`config.mk`:
```
export PLATFORM = sky130hd
export DESIGN_NAME = burst_drive_control_status
export DESIGN_NICKNAME = d
export VERILOG_FILES = /design/src/hw/stuck_watch.v /design/src/hw/burst_drive_control_status.v
export VERILOG_INCLUDE_DIRS = /design/src /design/src/shared
export SDC_FILE = /design/constraint.sdc
export NUM_CORES = 1
export LEC_CHECK = 0
export BUFFER_PORTS_ARGS = -buffer_cell sky130_fd_sc_hd__buf_2
export CAP_MARGIN = 40
export CORE_UTILIZATION = 55
export CTS_BUF_LIST = sky130_fd_sc_hd__clkbuf_4
export CTS_CLUSTER_SIZE = 16
export DETAILED_ROUTE_END_ITERATION = 16
export PLACE_DENSITY = 0.8
export SLEW_MARGIN = 20
export SYNTH_ARGS = -nofsm -noshare
export SYNTH_HDL_FRONTEND = slang
export SYNTH_HIERARCHICAL = 1
export SYNTH_SLANG_ARGS = --single-unit
```
`constraint.sdc`:
```
create_clock -name clock -period 2.25 [get_ports clock]
set_input_delay 0.3375 -clock clock [delete_from_list [all_inputs] [get_ports clock]]
set_output_delay 0.3375 -clock clock [all_outputs]
set_load 0.03 [all_outputs]
```
`src/shared/burst_drive_regs.vh`:
```
// Register map, field positions and reset values of the burst drive register slice
`ifndef BURST_DRIVE_REGS_VH
`define BURST_DRIVE_REGS_VH

// ==================================================
// Register addresses (7-bit register space)
`define ADDR_BURST_DRIVE_CONFIG 7'h1a
`define ADDR_POWER_AND_TRIGGER 7'h1b
`define ADDR_FAULT_AND_SUPPLY 7'h1c
`define ADDR_PART_IDENT 7'h1d
`define ADDR_SILICON_REV 7'h1e
`define ADDR_DRIVE_SUPPLY_CTRL 7'h16
`define ADDR_IO_CONFIG 7'h14

// ==================================================
// Field positions
`define BIT_PAIRED_SIDE 7
`define BIT_PRE_DRIVER 6
`define PULSE_COUNT_HI 5
`define BIT_SLEEP 7
`define BIT_STANDBY 6
`define BIT_SUPPLY_TRIG 1
`define BIT_CMD_TRIG 0
`define BIT_SUPPLY_READY 3
`define BIT_PULSE_FAULT 2
`define BIT_STUCK_FAULT 1
`define BIT_NVM_FAULT 0
`define BIT_AUTO_OFF 6
`define BIT_FLOAT 5
`define IO_MODE_HI 1
`define DEGLITCH_HI 4
`define DEGLITCH_LO 2

// ==================================================
// Masks and reset values
`define MASK_BURST_CFG 8'hff
`define MASK_POWER_TRIG 8'hc3
`define MASK_SUPPLY_CTRL 8'h7f
`define MASK_IO_CONFIG 8'h1f
`define RESET_BURST_CFG 8'h00
`define RESET_POWER_TRIG 8'h00
`define RESET_SUPPLY_CTRL 8'h20
`define RESET_IO_CONFIG 8'h00
`define IO_MODE_REGISTER 2'h0
`define DEGLITCH_OFF 3'h7
`define ZERO_COUNT 6'h00
`define ZERO_BYTE 8'h00

// ==================================================
// SPI frame layout: 16 bits, MSB first, bit 15 = read, 14:8 = address, 7:0 = data
`define FRAME_BITS 5'h10
`define FRAME_LAST 5'h0f
`define FRAME_ADDR_END 5'h08

`endif

```
`src/hw/stuck_watch.v`:
```
// Watches the drive pin for a state held longer than the deglitch window
`timescale 1ns/1ps
`default_nettype none
`include "burst_drive_regs.vh"

module stuck_watch (
  input wire clock,
  input wire resetn,
  input wire active,
  input wire drive_level,
  input wire [2:0] deglitch_sel,
  output reg stuck
);

  // Deglitch code to cycle limit at 25 MHz; code 7 disables the check
  reg [11:0] limit;
  always @* begin
    case (deglitch_sel)
      3'h0: limit = 12'h0c80;
      3'h1: limit = 12'h0640;
      3'h2: limit = 12'h0320;
      3'h3: limit = 12'h0190;
      3'h4: limit = 12'h00c8;
      3'h5: limit = 12'h00c8;
      3'h6: limit = 12'h0064;
      default: limit = 12'h0fff;
    endcase
  end

  reg [11:0] held;
  reg last_level;

  // Count cycles without a level change while bursting
  always @(posedge clock) begin
    if (!resetn) begin
      held <= 12'h0000;
      last_level <= 1'b0;
      stuck <= 1'b0;
    end else begin
      last_level <= drive_level;
      if (!active || drive_level != last_level) begin
        held <= 12'h0000;
      end else if (held != 12'h0fff) begin
        held <= held + 12'h0001;
      end
      if (active && deglitch_sel != `DEGLITCH_OFF && held >= limit) begin
        stuck <= 1'b1;
      end else if (!active) begin
        stuck <= 1'b0;
      end
    end
  end

endmodule // stuck_watch
`default_nettype wire

```
`src/hw/burst_drive_control_status.v`:
```
// Burst drive configuration, power control and status registers behind an SPI target port
//
// Summary of operation
// - Paired-side select drives both high sides together and both low sides together.
// - Pre-driver select runs the stage as pre-driver for external transistors.
// - Six-bit pulse count per burst; zero means continuous bursting.
// - Sleep request bit one enters sleep, zero wakes.
// - Standby request bit one enters standby, zero leaves it.
// - With auto-off enabled, supply charge trigger gates the charge current.
// - Supply charge trigger has no effect while the supply floats.
// - In IO mode zero the command trigger starts and stops bursts.
// - In other IO modes the command trigger is ignored.
// - Read-only supply-ready flag shows supply at or above regulation.
// - Pulse-count fault set when fewer pulses arrive than programmed.
// - Stuck-driver fault when the driver holds one state past deglitch time.
// - Fault flag set when the memory check fails.
// - Auto-off turns charging off at burst end when the trigger is zero.
// - Two-bit IO mode field selects one of three burst sources; codes one and three both use inverted pin 1.
// - Float bit stops the supply current source and regulation.
`timescale 1ns/1ps
`default_nettype none
`include "burst_drive_regs.vh"

module burst_drive_control_status #(
  parameter [7:0] PART_IDENT_VALUE = 8'h5a, // Arbitrary identity value
  parameter [7:0] SILICON_REV_VALUE = 8'h01 // Arbitrary revision value
) (
  input wire clock,
  input wire resetn,
  input wire spi_sclk,
  input wire spi_cs_n,
  input wire spi_mosi,
  output reg spi_miso,
  output reg spi_miso_oe,
  input wire burst_pin_1,
  input wire burst_pin_2,
  input wire drive_pulse_in,
  input wire supply_at_level,
  input wire nvm_check_failed,
  output reg paired_side_drive_select,
  output reg pre_driver_enable,
  output reg [5:0] pulse_count,
  output reg sleep_active,
  output reg standby_active,
  output reg burst_active,
  output reg charge_enable,
  output reg regulation_enable
);

  // ==================================================
  // Input synchronisers (two flops each)
  reg [5:0] sync_a;
  reg [5:0] sync_b;
  always @(posedge clock) begin
    if (!resetn) begin
      sync_a <= 6'h3c;
      sync_b <= 6'h3c;
    end else begin
      sync_a <= {spi_cs_n, spi_sclk, spi_mosi, burst_pin_1, burst_pin_2, drive_pulse_in};
      sync_b <= sync_a;
    end
  end
  wire cs_n_s = sync_b[5];
  wire sclk_s = sync_b[4];
  wire mosi_s = sync_b[3];
  wire pin1_s = sync_b[2];
  wire pin2_s = sync_b[1];
  wire pulse_s = sync_b[0];

  reg [1:0] flag_a;
  reg [1:0] flag_b;
  always @(posedge clock) begin
    if (!resetn) begin
      flag_a <= 2'h0;
      flag_b <= 2'h0;
    end else begin
      flag_a <= {supply_at_level, nvm_check_failed};
      flag_b <= flag_a;
    end
  end

  // SCLK edge detection on the synchronised copy
  reg sclk_d;
  always @(posedge clock) begin
    if (!resetn) begin
      sclk_d <= 1'b0;
    end else begin
      sclk_d <= sclk_s;
    end
  end
  wire sclk_rise = sclk_s & ~sclk_d & ~cs_n_s;
  wire sclk_fall = ~sclk_s & sclk_d & ~cs_n_s;

  // ==================================================
  // Registers
  reg [7:0] burst_cfg;
  reg [7:0] power_trig;
  reg [7:0] supply_ctrl;
  reg [7:0] io_config;
  reg pulse_fault;
  wire stuck_fault;

  wire [1:0] io_mode = io_config[`IO_MODE_HI:0];
  wire auto_off = supply_ctrl[`BIT_AUTO_OFF];
  wire supply_float = supply_ctrl[`BIT_FLOAT];

  // Status byte; upper bits reserved and read zero
  wire [7:0] status_byte = {4'h0, flag_b[1], pulse_fault, stuck_fault, flag_b[0]};

  // ==================================================
  // SPI target: 16-bit frames, mode 1 (shift out on rise, sample on fall)
  reg [4:0] bit_count;
  reg [15:0] shift_in;
  reg [7:0] shift_out;
  reg write_pending;

  wire [15:0] next_shift_in = {shift_in[14:0], mosi_s};
  wire [6:0] frame_addr = next_shift_in[6:0];

  // Read mux, reserved and unmapped return zero
  reg [7:0] read_data;
  always @* begin
    case (frame_addr)
      `ADDR_BURST_DRIVE_CONFIG: read_data = burst_cfg;
      `ADDR_POWER_AND_TRIGGER: read_data = power_trig & `MASK_POWER_TRIG;
      `ADDR_FAULT_AND_SUPPLY: read_data = status_byte;
      `ADDR_PART_IDENT: read_data = PART_IDENT_VALUE;
      `ADDR_SILICON_REV: read_data = SILICON_REV_VALUE;
      `ADDR_DRIVE_SUPPLY_CTRL: read_data = supply_ctrl;
      `ADDR_IO_CONFIG: read_data = io_config;
      default: read_data = `ZERO_BYTE;
    endcase
  end

  // Frame shifter; registers are written only through this port
  always @(posedge clock) begin
    if (!resetn) begin
      bit_count <= 5'h00;
      shift_in <= 16'h0000;
      shift_out <= 8'h00;
      spi_miso <= 1'b0;
      spi_miso_oe <= 1'b0;
      write_pending <= 1'b0;
      burst_cfg <= `RESET_BURST_CFG;
      power_trig <= `RESET_POWER_TRIG;
      supply_ctrl <= `RESET_SUPPLY_CTRL;
      io_config <= `RESET_IO_CONFIG;
    end else begin
      spi_miso_oe <= ~cs_n_s;
      if (cs_n_s) begin
        bit_count <= 5'h00;
        write_pending <= 1'b0;
      end else begin
        if (sclk_rise) begin
          spi_miso <= shift_out[7];
          shift_out <= {shift_out[6:0], 1'b0};
        end
        if (sclk_fall) begin
          shift_in <= next_shift_in;
          bit_count <= bit_count + 5'h01;
          // Address complete: latch read data for the second byte
          if (bit_count == `FRAME_ADDR_END - 5'h01) begin
            shift_out <= read_data;
            write_pending <= ~next_shift_in[7];
          end
          // Frame complete: commit write, masking reserved and read-only
          if (bit_count == `FRAME_LAST && write_pending) begin
            case (next_shift_in[14:8])
              `ADDR_BURST_DRIVE_CONFIG: burst_cfg <= next_shift_in[7:0] & `MASK_BURST_CFG;
              `ADDR_POWER_AND_TRIGGER: power_trig <= next_shift_in[7:0] & `MASK_POWER_TRIG;
              `ADDR_DRIVE_SUPPLY_CTRL: supply_ctrl <= next_shift_in[7:0] & `MASK_SUPPLY_CTRL;
              `ADDR_IO_CONFIG: io_config <= next_shift_in[7:0] & `MASK_IO_CONFIG;
              default: write_pending <= 1'b0;
            endcase
          end
          if (bit_count == `FRAME_LAST) begin
            bit_count <= 5'h00;
          end
        end
      end
    end
  end

  // ==================================================
  // Burst request source by IO mode
  reg burst_request;
  always @* begin
    case (io_mode)
      `IO_MODE_REGISTER: burst_request = power_trig[`BIT_CMD_TRIG];
      2'h2: burst_request = pin1_s ^ pin2_s;
      default: burst_request = ~pin1_s;
    endcase
  end

  // Pulse counting within a burst
  reg [5:0] pulses_seen;
  reg pulse_d;
  wire pulse_edge = pulse_s & ~pulse_d;
  wire burst_end = burst_active & ~burst_request;
  wire [5:0] programmed = burst_cfg[`PULSE_COUNT_HI:0];

  // Burst state, pulse count and pulse fault
  always @(posedge clock) begin
    if (!resetn) begin
      burst_active <= 1'b0;
      pulses_seen <= `ZERO_COUNT;
      pulse_d <= 1'b0;
      pulse_fault <= 1'b0;
    end else begin
      pulse_d <= pulse_s;
      burst_active <= burst_request & ~sleep_active;
      if (!burst_active) begin
        pulses_seen <= `ZERO_COUNT;
      end else if (pulse_edge && pulses_seen != 6'h3f) begin
        pulses_seen <= pulses_seen + 6'h01;
      end
      // Continuous bursts (count zero) have no pulse limit
      if (burst_end && programmed != `ZERO_COUNT) begin
        pulse_fault <= (pulses_seen < programmed);
      end
    end
  end

  stuck_watch u_stuck_watch (
    .clock(clock),
    .resetn(resetn),
    .active(burst_active),
    .drive_level(pulse_s),
    .deglitch_sel(io_config[`DEGLITCH_HI:`DEGLITCH_LO]),
    .stuck(stuck_fault)
  );

  // ==================================================
  // Charge gating for the drive supply; listen phase starts with charging off
  // so that the trigger alone decides it outside bursts, except the first cycle after sleep ends a burst
  reg listen_off;
  always @(posedge clock) begin
    if (!resetn) begin
      listen_off <= 1'b1;
    end else if (burst_active && !burst_end) begin
      listen_off <= 1'b0;
    end else begin
      listen_off <= 1'b1;
    end
  end

  // Control outputs, all registered
  always @(posedge clock) begin
    if (!resetn) begin
      paired_side_drive_select <= 1'b0;
      pre_driver_enable <= 1'b0;
      pulse_count <= `ZERO_COUNT;
      sleep_active <= 1'b0;
      standby_active <= 1'b0;
      charge_enable <= 1'b0;
      regulation_enable <= 1'b0;
    end else begin
      paired_side_drive_select <= burst_cfg[`BIT_PAIRED_SIDE];
      pre_driver_enable <= burst_cfg[`BIT_PRE_DRIVER];
      pulse_count <= programmed;
      sleep_active <= power_trig[`BIT_SLEEP];
      standby_active <= power_trig[`BIT_STANDBY];
      regulation_enable <= ~supply_float;
      if (supply_float) begin
        charge_enable <= 1'b0;
      end else if (auto_off && !burst_active) begin
        charge_enable <= power_trig[`BIT_SUPPLY_TRIG] | ~listen_off;
      end else begin
        charge_enable <= 1'b1;
      end
    end
  end

endmodule // burst_drive_control_status
`default_nettype wire

```
==> impl_metrics.json <==
{
  "cts_buffer_depth": 2,
  "synth_ff_type": "dfxtp_1",
  "n_antenna_cell": 0,
  "ys_seq_area_share_pct": 44.5,
  "cp_slowest_cell": "dfxtp_1",
  "period_minus_slack_ps": 1980,
  "setup_slack_ps": 275,
  "grt_pass1_vias": 3522,
  "worst_pin_slew_ps": 701,
  "syn_area_sq_um": 4810,
  "maxCapViolCount": 0,
  "hpwl_um": 6990,
  "overflow": 0,
  "rows": 33,
  "synth-edff-count": 0,
  "grt_busiest_layer": "met2",
  "required_ps": 2600,
  "floorplan.die_area_sq_um": 9120,
  "nFillCells": 725,
  "slowest_delay_ps": 450,
  "slew_viol_final": 0,
  "cts.htree.levels": 3,
  "instances_no_fill": 654,
  "slew-limit-headroom_pct": 53.2,
  "cts_tree": "done",
  "postSynthCellCount": 522,
  "dieWidth_um": 95.5,
  "end_kind": "flip-flop",
  "syn2layout_area_growth_pct": 7.31,
  "synth_top_area_share_pct": 44.5,
  "grt_max_degree": 52,
  "crit_chain": "nand3_1, inv_1, nor2_1, ha_1, a21o_1, a211o_1, nor4_1, a21oi_1",
  "ctsRootBufferMaster": "clkbuf_4",
  "routedWlPerCell_um": 14.7,
  "synthArstFlopShare_pct": 0,
  "synth.distinct_cells": 69,
  "drive_above_1_share_pct": 13.5,
  "rsz0062_at_grt": "no",
  "critPathMaxFanout": 6,
  "skew_ps": 15.3,
  "p_sw_mw": 0.705,
  "wl_um": 9600,
  "yosys-top-cells-area": "dfxtp_1, mux2i_1, nand2_1",
  "final_common_cell": "dfxtp_1",
  "clk_pin_slew_ps": 170,
  "die_y_um": 95.5,
  "post-place-ws_ps": 201,
  "pwr-share-comb_pct": 2.3,
  "p_total_mw": 2.89,
  "p_int_mw": 2.19,
  "drc": 0,
  "gp_congestion": 0.889,
  "initial_core_util_pct": 57.7,
  "max-vdd-ir-drop_v": 0.000342,
  "clockPowerShare_pct": 31.3,
  "grt_antenna_before_repair": 0,
  "cp.arrival_ps": 2330,
  "min_path_type": "in2reg",
  "met2_usage_pct": 38.0,
  "fin_crit_sh_pct": 87.8,
  "postSynthAreaPerCell_sq_um": 9.21,
  "numCtsBuffers": 9,
  "mostFrequentLayoutCells": "dfxtp_1, nand2_1, mux2i_1, a21oi_1, nor2_1",
  "p_sw_share_pct": 24.4,
  "hold_viol": 0,
  "grtUsageTotal_pct": 22.7,
  "met3_usage_pct": 4.31,
  "yosysWarnings": 6,
  "ios": 25,
  "postRouteAntennaNets": 0,
  "core_sq_um": 8340,
  "powerDensity_nw_per_um2": 561,
  "leakagePower_nw": 2.07,
  "dp.cells": 638,
  "grt_util_met1_pct": 28.3,
  "grt_pass1_wl_um": 16000,
  "clock.fmax_mhz": 506,
  "drt_iter0_markers": 194,
  "finish.utilization_pct": 61.9,
  "status": "finished, final reports clean",
  "setup_viol": 0,
  "synth-seq-cells": 107,
  "fin_tns_setup_ps": 0,
  "critPathLaunchType": "flip-flop",
  "critPathKind": "reg2reg",
  "firstDrtPassIters": 7,
  "cts_sinks": 107,
  "synth_fp_nets": 552,
  "portBuffers": 24,
  "clock_latency_ps": 460,
  "nets": 574,
  "viasPerCell": 5.62,
  "vias": 3678,
  "cts_hold_buf": 0,
  "p_seq_share_pct": 66.4,
  "yosysTopAreaCell": "dfxtp_1"
}
==> repair_timing <==
action / in CTS / in global routing
buffers inserted: 0 / 0
resized for setup: 0 / 2
setup endpoints to repair: 0 / 1
==> routing by layer <==
| layer | wire length [um] | vias to the layer above |
|---|---|---|
| li1 | - | 1867 |
| met1 | 4310 | 1716 |
| met2 | 4780 | 73 |
| met3 | 284 | 22 |
| met4 | 229 | 0 |
| met5 | 0 | - |
==> power by group through the flow <==
stage               Clock, mW  Combinational, mW  Sequential (mW)
floorplan                   0             0.0450             1.96
global placement            0             0.0655             1.96
detailed placement          0             0.0667             1.96
CTS                     0.935             0.0669             1.92
global route             1.00             0.0738             1.93
finish                  0.906             0.0661             1.92
==> cells by family after synthesis <==
family | after synthesis | share of synthesized area (%)
AND/OR/NAND/NOR | 220 | 25.2
flip-flops | 107 | 44.5
AO/OA/AOI/OAI | 84 | 11.6
buffers and inverters | 43 | 3.82
multiplexers | 36 | 7.54
adder cells (fa/ha/maj) | 20 | 5.20
XOR/XNOR | 12 | 2.19
==> worst max-delay path, delay by kind of cell, from the launching register on <==
family	cells	cell delay [ps]
AO/OA/AOI/OAI	3	570
adder cells (fa/ha/maj)	1	290
buffers and inverters	1	130
flip-flops	1	450
AND/OR/NAND/NOR	3	420
==> sequential cells by signal, indices dropped and copies added, names as in the netlist, 2 cells and up <==
register	cells
shift_out	8
shift_in	14
io_config	5
flag_a	2
sync_a	6
pulses_seen	6
pulse_count	6
flag_b	2
u_stuck_watch/held	12
bit_count	5
burst_cfg	8
supply_ctrl	7
power_trig	4
sync_b	6
==> cells in the mapped netlist (2+ instances only) <==
cell,count
dfxtp_1,107
nand2_1,86
mux2i_1,34
a21oi_1,30
nor2_1,29
inv_1,22
ha_1,20
nand2b_1,18
clkbuf_1,17
and2_1,11
nand3_1,8
nand3b_1,8
nor3_1,8
xor2_1,8
o21ai_0,7
o22ai_1,7
a31oi_1,6
nor2b_1,6
o211ai_1,5
nand4_1,4
nor3b_1,4
o21a_1,4
or4_1,4
xnor2_1,4
a22oi_1,3
and3b_1,3
buf_6,3
nor4_1,3
a2111oi_0,2
a211oi_1,2
a21boi_0,2
and3_1,2
mux2_2,2
nand4_2,2
nand4b_1,2
o2111a_1,2
o31ai_1,2
o32ai_1,2
or2_2,2
or3b_2,2
==> area by class of cell <==
cell class                      instances  area (sq um)  area share, %
Multi-Input combinational cell        372          2480           48.1
Sequential cell                       107          2140           41.6
Timing Repair Buffer                   32           193           3.73
Tap cell                              105           131           2.55
Inverter                               22          82.6           1.60
Clock buffer                            9          67.6           1.31
Clock inverter                          7          58.8           1.14
==> final timing paths <==
| path | cells past startpoint | end | slack, ps | from |
|---|---|---|---|---|
| worst max register to register | 8 | u_stuck_watch/stuck | 270 | io_config[3] |
| worst min-delay path | 2 | sync_a[3] | 50 | spi_mosi |
| worst min register to register | 1 | sync_b[4] | 420 | sync_a[4] |
| worst max-delay path | 8 | u_stuck_watch/stuck | 270 | io_config[3] |
==> through the flow <==
| stage | area [sq um] | hold WS [ps] |
|---|---|---|
| after floorplan | 4810 | 386 |
| after global placement | 5030 | 395 |
| after detailed placement | 5030 | 391 |
| after CTS | 5160 | 24.7 |
| after global routing | 5160 | 20.3 |
| final | 5160 | 46.3 |
(Power assumes the default switching activity.)
